## src/core/lcm_pkg.sv

```systemverilog
// Shared types and constants of the programmable logic cell.
// Assumes a single clock domain; every user of these types imports lcm_pkg::*.
package lcm_pkg;

   localparam int LCM_ADDR_W = 4;
   localparam int LCM_DATA_W = 32;
   localparam int LCM_LUT_W = 16;
   localparam int LCM_LUT3_W = 8;
   localparam int LCM_TRI_N = 4;

   localparam logic [LCM_ADDR_W-1:0] LCM_OFS_CFG = 4'h0;
   localparam logic [LCM_ADDR_W-1:0] LCM_OFS_LUT = 4'h4;
   localparam logic [LCM_ADDR_W-1:0] LCM_OFS_STAT = 4'h8;

   localparam logic [LCM_LUT_W-1:0] LCM_LUT_RST = 16'h0000;

   // Operating modes, one-hot
   typedef enum logic [3:0] {
      LCM_OP_NORMAL = 4'b0001,
      LCM_OP_ARITH = 4'b0010,
      LCM_OP_UPDN = 4'b0100,
      LCM_OP_CLRCNT = 4'b1000
   } lcm_op_t;

   // Asynchronous clear and preset configurations, one-hot
   typedef enum logic [5:0] {
      LCM_AS_CLR = 6'b000001,
      LCM_AS_PRE = 6'b000010,
      LCM_AS_CLRPRE = 6'b000100,
      LCM_AS_LDCLR = 6'b001000,
      LCM_AS_LDPRE = 6'b010000,
      LCM_AS_LD = 6'b100000
   } lcm_async_t;

   typedef struct packed {
      logic chip_rst_en;
      logic ce_from_d1;
      logic cascade_or;
      logic cascade_en;
      logic pack_en;
      logic global_src_reg;
      logic local_src_reg;
      logic carry_sel_cin;
      lcm_async_t async_mode;
      lcm_op_t op;
   } lcm_cfg_t;

   localparam int LCM_CFG_W = $bits(lcm_cfg_t);

   localparam lcm_cfg_t LCM_CFG_RST = '{
      chip_rst_en: 1'b1, ce_from_d1: 1'b0, cascade_or: 1'b0, cascade_en: 1'b0,
      pack_en: 1'b0, global_src_reg: 1'b0, local_src_reg: 1'b0,
      carry_sel_cin: 1'b0, async_mode: LCM_AS_CLR, op: LCM_OP_NORMAL};

   typedef struct packed {
      logic first_data_input;
      logic second_data_input;
      logic third_data_input;
      logic fourth_data_input;
      logic carry_in;
      logic cascade_in;
   } lcm_in_t;

   typedef struct packed {
      logic cluster_control_line_one;
      logic cluster_control_line_two;
      logic chip_reset_n;
   } lcm_ctl_t;

   typedef struct packed {
      logic local_out;
      logic global_out;
      logic carry_out;
      logic cascade_out;
   } lcm_out_t;

   typedef struct packed {
      lcm_out_t outs;
      logic cfg_conflict;
      logic reg_q;
   } lcm_stat_t;

   localparam int LCM_STAT_W = $bits(lcm_stat_t);

   typedef struct packed {
      lcm_cfg_t cfg;
      logic [LCM_LUT_W-1:0] lut;
      logic q_int;
      lcm_out_t outs;
      logic tri_out;
      logic [LCM_DATA_W-1:0] rdata;
   } lcm_state_t;

   localparam lcm_state_t LCM_STATE_RST = '{
      cfg: LCM_CFG_RST, lut: LCM_LUT_RST, q_int: 1'b0, outs: '0,
      tri_out: 1'b1, rdata: '0};

endpackage : lcm_pkg

```

## src/core/lcm_cell.sv

```systemverilog
// Programmable logic cell: lookup table, one register, carry and cascade chaining.
// Assumes all cell inputs and control lines are synchronous to sys_clk and the
// register port master never asserts both strobes in one cycle.
`timescale 1ns/10ps
module lcm_cell
   import lcm_pkg::*;
#(
   parameter int TRI_N = LCM_TRI_N
) (
   input wire logic sys_clk,
   input wire logic rst_n,
   input wire logic [LCM_ADDR_W-1:0] reg_addr,
   input wire logic [LCM_DATA_W-1:0] reg_wdata,
   input wire logic reg_wr,
   input wire logic reg_rd,
   output logic [LCM_DATA_W-1:0] reg_rdata,
   input wire lcm_in_t cell_in,
   input wire lcm_ctl_t cell_ctl,
   input wire logic [TRI_N-1:0] tri_data,
   input wire logic [TRI_N-1:0] tri_en,
   output lcm_out_t cell_out,
   output logic tri_bus_out
);

   function automatic logic lut3(input logic [LCM_LUT3_W-1:0] mask, input logic [2:0] idx);
      return mask[idx];
   endfunction : lut3

   // OR is built from the AND by De Morgan inversion of both inputs and output
   function automatic logic casc_join(input logic f, input logic cin, input logic use_it,
                                      input logic is_or);
      logic r;
      r = f;
      if (use_it) begin
         if (is_or) begin
            r = ~((~f) & (~cin));
         end else begin
            r = f & cin;
         end
      end
      return r;
   endfunction : casc_join

   // Returns {clr_n, pre_n, inv}; unused clear or preset stays high
   function automatic logic [2:0] async_decode(input lcm_async_t m, input logic c1,
                                               input logic c2, input logic ld);
      logic clr_n;
      logic pre_n;
      logic inv;
      clr_n = 1'b1;
      pre_n = 1'b1;
      inv = 1'b0;
      case (m)
         LCM_AS_CLR: begin
            clr_n = ~(c1 | c2);
         end
         LCM_AS_PRE: begin
            pre_n = ~c1;
         end
         LCM_AS_CLRPRE: begin
            pre_n = ~c1;
            clr_n = ~c2;
         end
         LCM_AS_LDCLR: begin
            pre_n = ~(c1 & ld);
            clr_n = ~((c1 & ~ld) | c2);
         end
         LCM_AS_LDPRE: begin
            inv = 1'b1;
            pre_n = ~(c1 & ~ld);
            clr_n = ~((c1 & ld) | c2);
         end
         LCM_AS_LD: begin
            pre_n = ~(c1 & ld);
            clr_n = ~(c1 & ~ld);
         end
         default: begin
            clr_n = 1'b1;
            pre_n = 1'b1;
         end
      endcase
      return {clr_n, pre_n, inv};
   endfunction : async_decode

   lcm_state_t st_reg;
   lcm_state_t st_next;

   logic d1;
   logic d2;
   logic d3;
   logic d4;
   logic cin;
   logic casc_in;
   logic c1;
   logic c2;
   logic chip_rst_act;
   logic tri_level;
   logic lut_c;
   logic [3:0] idx4;
   logic lut4_out;
   logic [2:0] idx3;
   logic casc_use;
   logic comb_res;
   logic carry_o;
   logic d_val;
   logic d_int;
   logic ld_mux;
   logic cnt_val;
   logic ce;
   logic clr_n;
   logic pre_n;
   logic inv;
   logic q_vis;
   logic async_idle;
   lcm_stat_t stat;

   assign d1 = cell_in.first_data_input;
   assign d2 = cell_in.second_data_input;
   assign d3 = cell_in.third_data_input;
   assign d4 = cell_in.fourth_data_input;
   assign cin = cell_in.carry_in;
   assign casc_in = cell_in.cascade_in;
   assign c1 = cell_ctl.cluster_control_line_one;
   assign c2 = cell_ctl.cluster_control_line_two;

   lcm_tri_emul #(
      .N(TRI_N)
   ) u_tri (
      .tri_data(tri_data),
      .tri_en(tri_en),
      .bus_level(tri_level)
   );

   always_comb begin
      st_next = st_reg;
      chip_rst_act = st_reg.cfg.chip_rst_en & ~cell_ctl.chip_reset_n;
      {clr_n, pre_n, inv} = async_decode(st_reg.cfg.async_mode, c1, c2, d3);
      // Visible value; load-with-preset keeps the complement inside
      q_vis = st_reg.q_int ^ inv;
      async_idle = clr_n & pre_n & ~chip_rst_act;
      // Packed register steals the cascade path, so packing wins
      casc_use = st_reg.cfg.cascade_en & ~st_reg.cfg.pack_en;
      lut_c = st_reg.cfg.carry_sel_cin ? cin : d3;
      idx4 = {d4, lut_c, d2, d1};
      lut4_out = st_reg.lut[idx4];
      idx3 = {cin, d2, d1};
      comb_res = 1'b0;
      carry_o = 1'b0;
      d_val = 1'b0;
      ld_mux = 1'b0;
      cnt_val = 1'b0;
      case (st_reg.cfg.op)
         LCM_OP_NORMAL: begin
            comb_res = casc_join(lut4_out, casc_in, casc_use, st_reg.cfg.cascade_or);
            d_val = st_reg.cfg.pack_en ? d4 : comb_res;
         end
         LCM_OP_ARITH: begin
            comb_res = casc_join(lut3(st_reg.lut[LCM_LUT3_W-1:0], idx3), casc_in,
                                 st_reg.cfg.cascade_en, st_reg.cfg.cascade_or);
            carry_o = lut3(st_reg.lut[LCM_LUT_W-1:LCM_LUT3_W], idx3);
            d_val = comb_res;
         end
         LCM_OP_UPDN: begin
            // Direction on the second input, count enable rides the carry-in
            cnt_val = lut3(st_reg.lut[LCM_LUT3_W-1:0], {cin, d2, q_vis});
            carry_o = lut3(st_reg.lut[LCM_LUT_W-1:LCM_LUT3_W], {cin, d2, q_vis});
            ld_mux = d4 ? d3 : cnt_val;
            comb_res = cnt_val;
            d_val = ld_mux;
         end
         LCM_OP_CLRCNT: begin
            // Cascade-in serves as the active-low synchronous clear here
            cnt_val = lut3(st_reg.lut[LCM_LUT3_W-1:0], {cin, 1'b1, q_vis});
            carry_o = lut3(st_reg.lut[LCM_LUT_W-1:LCM_LUT3_W], {cin, 1'b1, q_vis});
            ld_mux = d4 ? d3 : cnt_val;
            comb_res = cnt_val;
            d_val = ld_mux & casc_in;
         end
         default: begin
            comb_res = 1'b0;
            d_val = q_vis;
         end
      endcase
      d_int = d_val ^ inv;
      ce = ~st_reg.cfg.ce_from_d1 | d1;

      // Asynchronous controls act at the next edge regardless of enable
      if (chip_rst_act) begin
         st_next.q_int = 1'b0;
      end else if (!clr_n) begin
         st_next.q_int = 1'b0;
      end else if (!pre_n) begin
         st_next.q_int = 1'b1;
      end else if (ce) begin
         st_next.q_int = d_int;
      end

      st_next.outs.local_out = st_reg.cfg.local_src_reg ? q_vis : comb_res;
      st_next.outs.global_out = st_reg.cfg.global_src_reg ? q_vis : comb_res;
      st_next.outs.carry_out = carry_o;
      st_next.outs.cascade_out = comb_res;
      st_next.tri_out = tri_level;

      stat.outs = st_reg.outs;
      stat.cfg_conflict = st_reg.cfg.pack_en & st_reg.cfg.cascade_en;
      stat.reg_q = q_vis;

      if (reg_wr) begin
         if (reg_addr == LCM_OFS_CFG) begin
            st_next.cfg = lcm_cfg_t'(reg_wdata[LCM_CFG_W-1:0]);
         end else if (reg_addr == LCM_OFS_LUT) begin
            st_next.lut = reg_wdata[LCM_LUT_W-1:0];
         end
      end

      // Read data stand for one cycle only; unmapped offsets read zero
      st_next.rdata = '0;
      if (reg_rd) begin
         case (reg_addr)
            LCM_OFS_CFG: st_next.rdata = {{(LCM_DATA_W-LCM_CFG_W){1'b0}}, st_reg.cfg};
            LCM_OFS_LUT: st_next.rdata = {{(LCM_DATA_W-LCM_LUT_W){1'b0}}, st_reg.lut};
            LCM_OFS_STAT: st_next.rdata = {{(LCM_DATA_W-LCM_STAT_W){1'b0}}, stat};
            default: st_next.rdata = '0;
         endcase
      end
   end

   always_ff @(posedge sys_clk or negedge rst_n) begin
      if (!rst_n) begin
         st_reg <= LCM_STATE_RST;
      end else begin
         st_reg <= st_next;
      end
   end

   assign reg_rdata = st_reg.rdata;
   assign cell_out = st_reg.outs;
   assign tri_bus_out = st_reg.tri_out;
endmodule : lcm_cell

```

## src/core/lcm_tri_emul.sv

```systemverilog
// Multiplexer-based emulation of an internal tri-state bus.
// Assumes enables and data are synchronous levels; output is combinational.
`timescale 1ns/10ps
module lcm_tri_emul #(
   parameter int N = 4
) (
   input wire logic [N-1:0] tri_data,
   input wire logic [N-1:0] tri_en,
   output logic bus_level
);

   localparam logic [N-1:0] ONE = {{(N-1){1'b0}}, 1'b1};

   logic none_on;
   logic one_on;

   // Contention resolves low, a floating bus resolves high
   always_comb begin
      none_on = (tri_en == '0);
      one_on = !none_on && ((tri_en & (tri_en - ONE)) == '0);
      if (none_on) begin
         bus_level = 1'b1;
      end else if (one_on) begin
         bus_level = |(tri_en & tri_data);
      end else begin
         bus_level = 1'b0;
      end
   end

endmodule : lcm_tri_emul

```

## config.mk

```make
export PLATFORM = sky130hd
export DESIGN_NAME = lcm_cell
export DESIGN_NICKNAME = d
export VERILOG_FILES = /design/src/core/lcm_pkg.sv /design/src/core/lcm_cell.sv /design/src/core/lcm_tri_emul.sv
export SDC_FILE = /design/constraint.sdc
export NUM_CORES = 1
export LEC_CHECK = 0
export BUFFER_PORTS_ARGS = -buffer_cell sky130_fd_sc_hd__clkbuf_2
export CAP_MARGIN = 10
export CORE_MARGIN = 3
export CORE_UTILIZATION = 50
export CTS_BUF_LIST = sky130_fd_sc_hd__clkbuf_8
export CTS_CLUSTER_SIZE = 28
export DETAILED_ROUTE_END_ITERATION = 7
export PLACE_DENSITY = 0.77
export SKIP_CTS_REPAIR_TIMING = 1
export SLEW_MARGIN = 10
export SYNTH_ARGS = -nofsm -noshare
export SYNTH_HDL_FRONTEND = slang
export SYNTH_SLANG_ARGS = --single-unit
export TNS_END_PERCENT = 100
```

## constraint.sdc

```tcl
create_clock -name sys_clk -period 7.75 [get_ports sys_clk]
set_input_delay 1.1625 -clock sys_clk [delete_from_list [all_inputs] [get_ports sys_clk]]
set_output_delay 1.1625 -clock sys_clk [all_outputs]
set_load 0.05 [all_outputs]
```

# Word-level counts from Yosys, hierarchy flattened
# Index checks and enable logic that the tools add are counted.
dict set report totals {
  register_bits 72
  output_inout_bits 37
  elab_cells 119
}
dict set report op_classes {
  addsub 1
  order_cmp 4
  n_eq_ne 13
  muxes 38
  bitwise 35
  reduce_logical 10
}
# cell n
set ops {}
lappend ops {{$pmux 18 s3} 1}
lappend ops {{$mux 1} 24}
lappend ops {{$mux 18} 1}
lappend ops {{$not 1->1} 17}
lappend ops {{$bmux 1 s3} 4}
lappend ops {{$logic_not 4->1} 3}
lappend ops {{$lt 3x4->1 const B} 3}
lappend ops {{$and 1x1->1} 10}
lappend ops {{$and 4x4->4} 2}
lappend ops {{$eq 4x3->1 const B} 2}
lappend ops {{$eq 4x4->1 const B} 2}
lappend ops {{$pmux 1 s4} 2}
lappend ops {{$eq 6x1->1 const B} 1}
lappend ops {{$eq 6x2->1 const B} 1}
lappend ops {{$eq 6x3->1 const B} 1}
lappend ops {{$eq 6x4->1 const B} 1}
lappend ops {{$eq 6x5->1 const B} 1}
lappend ops {{$eq 6x6->1 const B} 1}
lappend ops {{$pmux 1 s3} 2}
lappend ops {{$lt 4x5->1 const B} 1}
lappend ops {{$pmux 1 s5} 1}
lappend ops {{$bmux 1 s2} 2}
lappend ops {{$bmux 1 s4} 1}
lappend ops {{$eq 4x1->1 const B} 1}
lappend ops {{11 further kinds} 16}

# Depth between registers and ports, before layout
dict set report logic_depth {
  depth_word 15
  depth_mapped 8
  ltp_nobuf 7
}

# Cells and area by module
# A second synthesis with hierarchy kept.
dict set report hier_totals {
  hier_cells 326
  area_unflattened_um2 3495.9
}
# module n_inst cells_per_inst area_each_um2
set by_module_without_submodules {}
lappend by_module_without_submodules {lcm_cell 1 318 3434.5}
lappend by_module_without_submodules {lcm_tri_emul 1 8 61.3}

# Least setup slack after synthesis
# Ideal clock, no wire load.
dict set report synth_path {
  kind {input to register}
  from {in cell_in[5] (netlist bit)}
  to {reg st_reg[37] (netlist bit)}
  setup_ps 104
  arrival_ps 3198
  required_ps 7646
  path_slack_ps 4448
  path_stages 8
  path_buffers 1
  path_cell_list {buf_6 > mux4_1 > mux4_2 > nand2b_1 > a221o_1 > nand3_2 > a31oi_1 > o41ai_2}
}
dict set report synth_between {
  elab_chain_len 14
  word_cells_on_any_way 25
  cone_classes {1 x eq/ne; 14 x mux; 10 x bitwise}
}
# item line
set synth_rtl {}
lappend synth_rtl {{start, declared} lcm_cell.sv:17} ;# input wire lcm_in_t cell_in,
lappend synth_rtl {{$bmux 1 s4} lcm_cell.sv:145} ;# lut4_out = st_reg.lut[idx4];
lappend synth_rtl {{$mux 1 (not written as such)} lcm_cell.sv:145}
lappend synth_rtl {{$not 1->1} lcm_cell.sv:36} ;# r = ~((~f) & (~cin));
lappend synth_rtl {{$and 1x1->1} lcm_cell.sv:36}
lappend synth_rtl {{$not 1->1} lcm_cell.sv:36}
lappend synth_rtl {{$mux 1} lcm_cell.sv:35} ;# if (is_or) begin
lappend synth_rtl {{$mux 1} lcm_cell.sv:34} ;# if (use_it) begin
lappend synth_rtl {{$mux 1} lcm_cell.sv:155} ;# d_val = st_reg.cfg.pack_en ? d4 : comb_res;
lappend synth_rtl {{$pmux 1 s4} lcm_cell.sv:152} ;# case (st_reg.cfg.op)
lappend synth_rtl {{$xor 1x1->1} lcm_cell.sv:184} ;# d_int = d_val ^ inv;
lappend synth_rtl {{$mux 1} lcm_cell.sv:194} ;# end else if (ce) begin
lappend synth_rtl {{$mux 1} lcm_cell.sv:192} ;# end else if (!pre_n) begin
lappend synth_rtl {{$mux 1} lcm_cell.sv:190} ;# end else if (!clr_n) begin
lappend synth_rtl {{$mux 1} lcm_cell.sv:188} ;# if (chip_rst_act) begin
lappend synth_rtl {{end signal, assigned} lcm_cell.sv:232} ;# st_reg <= st_next;
lappend synth_rtl {{end, declared} lcm_cell.sv:85} ;# lcm_state_t st_reg;
# Parallel ways exist; a longest one is shown, timed or not. The select of a mux whose other input is x is not followed.
# A chain may end at the register's enable or synchronous reset.

# Worst setup path in the final report
# Same ends and word-level chain as after synthesis.

==> reports/results.ini <==
[status]
result_of_the_run=complete, no violations

[worst_setup_path]
critical_path_cell_by_cell=clkbuf_2, mux4_1, mux4_2, nand2b_1, a221o_1, nand3_2, a31oi_1, o41ai_2
critical-path-slowest-cell=sky130_fd_sc_hd__mux4_1
worstReg2RegEnd=cell_out[2]
reg2reg_setup_slack_ns=4.68
cp_slowest_stage_delay_ns=0.60
critPathRequiredTime_ns=7.98
path_class=in -> reg
startpoint_kind_of_the_worst_setup_timing_path=input pin
worst_r2r_startpoint=st_reg[62]
critPathCaptureType=flip-flop
timing.critical_path.arrival_ns=3.49
reg2regPathDepth=7
critical_path_peak_fanout=5

[floorplan]
initial_core_util_pct=53.3
boundary_pin_count=94
fp.dieW_um=89.4
die_height_um=89.4
core_area_mm2=0.00653
row_count=29
floorplan.die_area_mm2=0.00799

[clocking]
clk_pin_slew_worst_paths_ns=0.07
clock-root-buffer=sky130_fd_sc_hd__clkbuf_8
clock_sink_count=58
clock_insertion_delay_worst_skew_ns=0.34
cts_buffers=9
clock_tree_buffer_depth=2
cts_tree=built
ctsHtreeMaxLevel=3

[drt]
drt_iter0_drc=224
dr.pass1.iters=4
detailroute.via_count=2617
wire_per_inst_um=17.7
finalWirelength_mm=7.93
final_antenna_net_count=0
drc=0
detail_route.vias_per_cell=5.83

[sta]
slew_viol_final=0
timing_worst_slew_pin_value_ns=0.866
worst_slack_ns=4.49
finalSetupTns_ns=0
final_min_period_over_clock_period_pct=42.1
unrepaired_setup_endpoints_after_global_routing=no
maxClockFrequency_mhz=307
holdWs_ns=0.522
final_setup_violations=0
final.min_clock_period_ns=3.26
timing_hold_violations_final=0
slew-limit-headroom_pct=42.1
fin_worst_skew_ns=0.00841

[final_layout]
post-route-util_pct=58.8
final_cell_mix=65 x sky130_fd_sc_hd__clkbuf_2, 54 x sky130_fd_sc_hd__dfrtp_1, 38 x sky130_fd_sc_hd__mux2_2, 27 x sky130_fd_sc_hd__nor2_1, 18 x sky130_fd_sc_hd__a22oi_1
num_antenna_cells=0
final_net_count=424
largest_register_ff_count=35
area_growth_pct=10.5
final_layout_size_suffix_gt1_share_pct=37.6
fin_area_mm2=0.00384
final_common_cell=sky130_fd_sc_hd__clkbuf_2

[placed_design]
gpl.final_weighted_congestion=0.931
pre_cts_worst_setup_slack_ns=4.17
instance_area_after_placement_mm2=0.00364
port_buffers=65
hpwl_mm=5.93

[global_route]
maximum_number_of_pins_on_one_net_before_global_route_repair=59
groute.usage.overall_pct=21.3
total_global_routing_overflow=0
number_of_global_route_vias_before_repair=2510
grt_antenna_before_repair=0
first_pass_grt_wire_length_mm=12.8

[run]
maxCapViolations=0

[logic_synthesis]
ys_warn_count=0
ys_top_cells_by_area=sky130_fd_sc_hd__dfrtp_1 39%, sky130_fd_sc_hd__mux2_2 12%, sky130_fd_sc_hd__buf_4 7.8%
ys_dominant_reg_cell=sky130_fd_sc_hd__dfrtp_1
synth_edf_count=0
synth.distinct_cells=62
synth_seq_cells=58
post-synth-top-area-fraction_pct=38.8
asyncSetResetFlopFracSynth_pct=100
yosys.area.top_type=sky130_fd_sc_hd__dfrtp_1
mean_instance_size_in_the_synthesized_netlist_um2=10.6
synth_sequential_area_ratio_pct=41.9
syn-instance-count=327
syn_area_mm2=0.00348

[worst_hold_path]
type_of_the_tightest_min_delay_check=reg -> reg
whs_endpoint=cell_out[2]
worstHoldStart=st_reg[66]
min_delay_path_depth=1

[power]
leakage_nw=1.77
power.ir.vdd_worst_mv=0.153
cellPowerDensity_mw_per_mm2=269

-- report_power, final --
part / total [mW] / leakage [nW] / switching (mW) / internal [mW]
clock network: 0.283 / 0.103 / 0.119 / 0.164
registers: 0.445 / 0.739 / 0.0869 / 0.358
logic: 0.307 / 0.927 / 0.167 / 0.139
total: 1.03 / 1.77 / 0.373 / 0.662
-- metal layers --
metal / routed length [µm] / GRT usage [%]
met5: 0 / 0
met1: 3480 / 29.1
met2: 3840 / 34.4
met3: 524 / 3.78
met4: 87 / 7.31
-- metrics by stage --
stage,total power [mW],std cells
after global placement,0.745,433
after floorplan,0.682,340
after CTS,1.04,449
after global routing,1.09,449
after detailed placement,0.754,433
final,1.03,449
-- Yosys cell counts, types with 2 or more instances --
master / number
sky130_fd_sc_hd__nand3_1: 5
sky130_fd_sc_hd__mux4_1: 3
sky130_fd_sc_hd__a22oi_1: 18
sky130_fd_sc_hd__inv_1: 11
sky130_fd_sc_hd__a32o_1: 2
sky130_fd_sc_hd__o2111ai_1: 2
sky130_fd_sc_hd__o21ai_0: 12
sky130_fd_sc_hd__nand2_1: 14
sky130_fd_sc_hd__clkbuf_1: 13
sky130_fd_sc_hd__nor2b_1: 4
sky130_fd_sc_hd__mux4_2: 4
sky130_fd_sc_hd__a31oi_1: 2
sky130_fd_sc_hd__o41ai_1: 2
sky130_fd_sc_hd__xor2_1: 3
sky130_fd_sc_hd__a21oi_1: 7
sky130_fd_sc_hd__or3b_2: 2
sky130_fd_sc_hd__a21boi_0: 2
sky130_fd_sc_hd__dfstp_2: 4
sky130_fd_sc_hd__and3_1: 2
sky130_fd_sc_hd__or4_1: 2
sky130_fd_sc_hd__nor4_1: 2
sky130_fd_sc_hd__a211oi_1: 3
sky130_fd_sc_hd__nor4b_1: 2
sky130_fd_sc_hd__mux2_2: 38
sky130_fd_sc_hd__mux2i_1: 6
sky130_fd_sc_hd__nor3_1: 4
sky130_fd_sc_hd__a22o_1: 2
sky130_fd_sc_hd__nor2_1: 27
sky130_fd_sc_hd__dfrtp_1: 54
sky130_fd_sc_hd__buf_2: 2
sky130_fd_sc_hd__buf_4: 36
sky130_fd_sc_hd__nand2b_1: 7
-- layout make-up --
| cell class | count | area (µm²) |
|---|---|---|
| tap | 77 | 96.3 |
| clock buffer | 11 | 151 |
| multi-input combinational | 219 | 1700 |
| inverter | 11 | 41.3 |
| timing repair buffer | 68 | 348 |
| clock inverter | 5 | 53.8 |
| sequential | 58 | 1460 |
| fill | 558 | 2690 |
-- kinds of logic after synthesis --
kind of cell	Yosys count	share of synthesized area [%]
other cells	1	0.108
simple gates	81	12.6
compound gates	70	14.9
buf+inv	63	11.0
xor+xnor	3	0.756
mux	51	18.9
flops	58	41.9
-- worst max-delay path by stage --
stage               start          end  slack, ns  depth (start not counted)
6_report       cell_in[5]   st_reg[37]       4.49                          8
5_1_grt        st_reg[62]  cell_out[3]       4.36                          7
4_1_cts        cell_in[5]   st_reg[37]       4.52                          8
3_5_place_dp   cell_in[5]   st_reg[37]       4.17                          8
3_3_place_gp   cell_in[5]   st_reg[37]       4.22                          8
2_1_floorplan  cell_in[5]   st_reg[37]       4.45                          8
-- critical path, delay by kind of cell --
family                 cells  cell delay, ns
AND/OR/NAND/NOR            2            0.27
buffers and inverters      1            0.19
multiplexers               2            1.11
AO/OA/AOI/OAI              3            0.76
(Power assumes the default switching activity.)
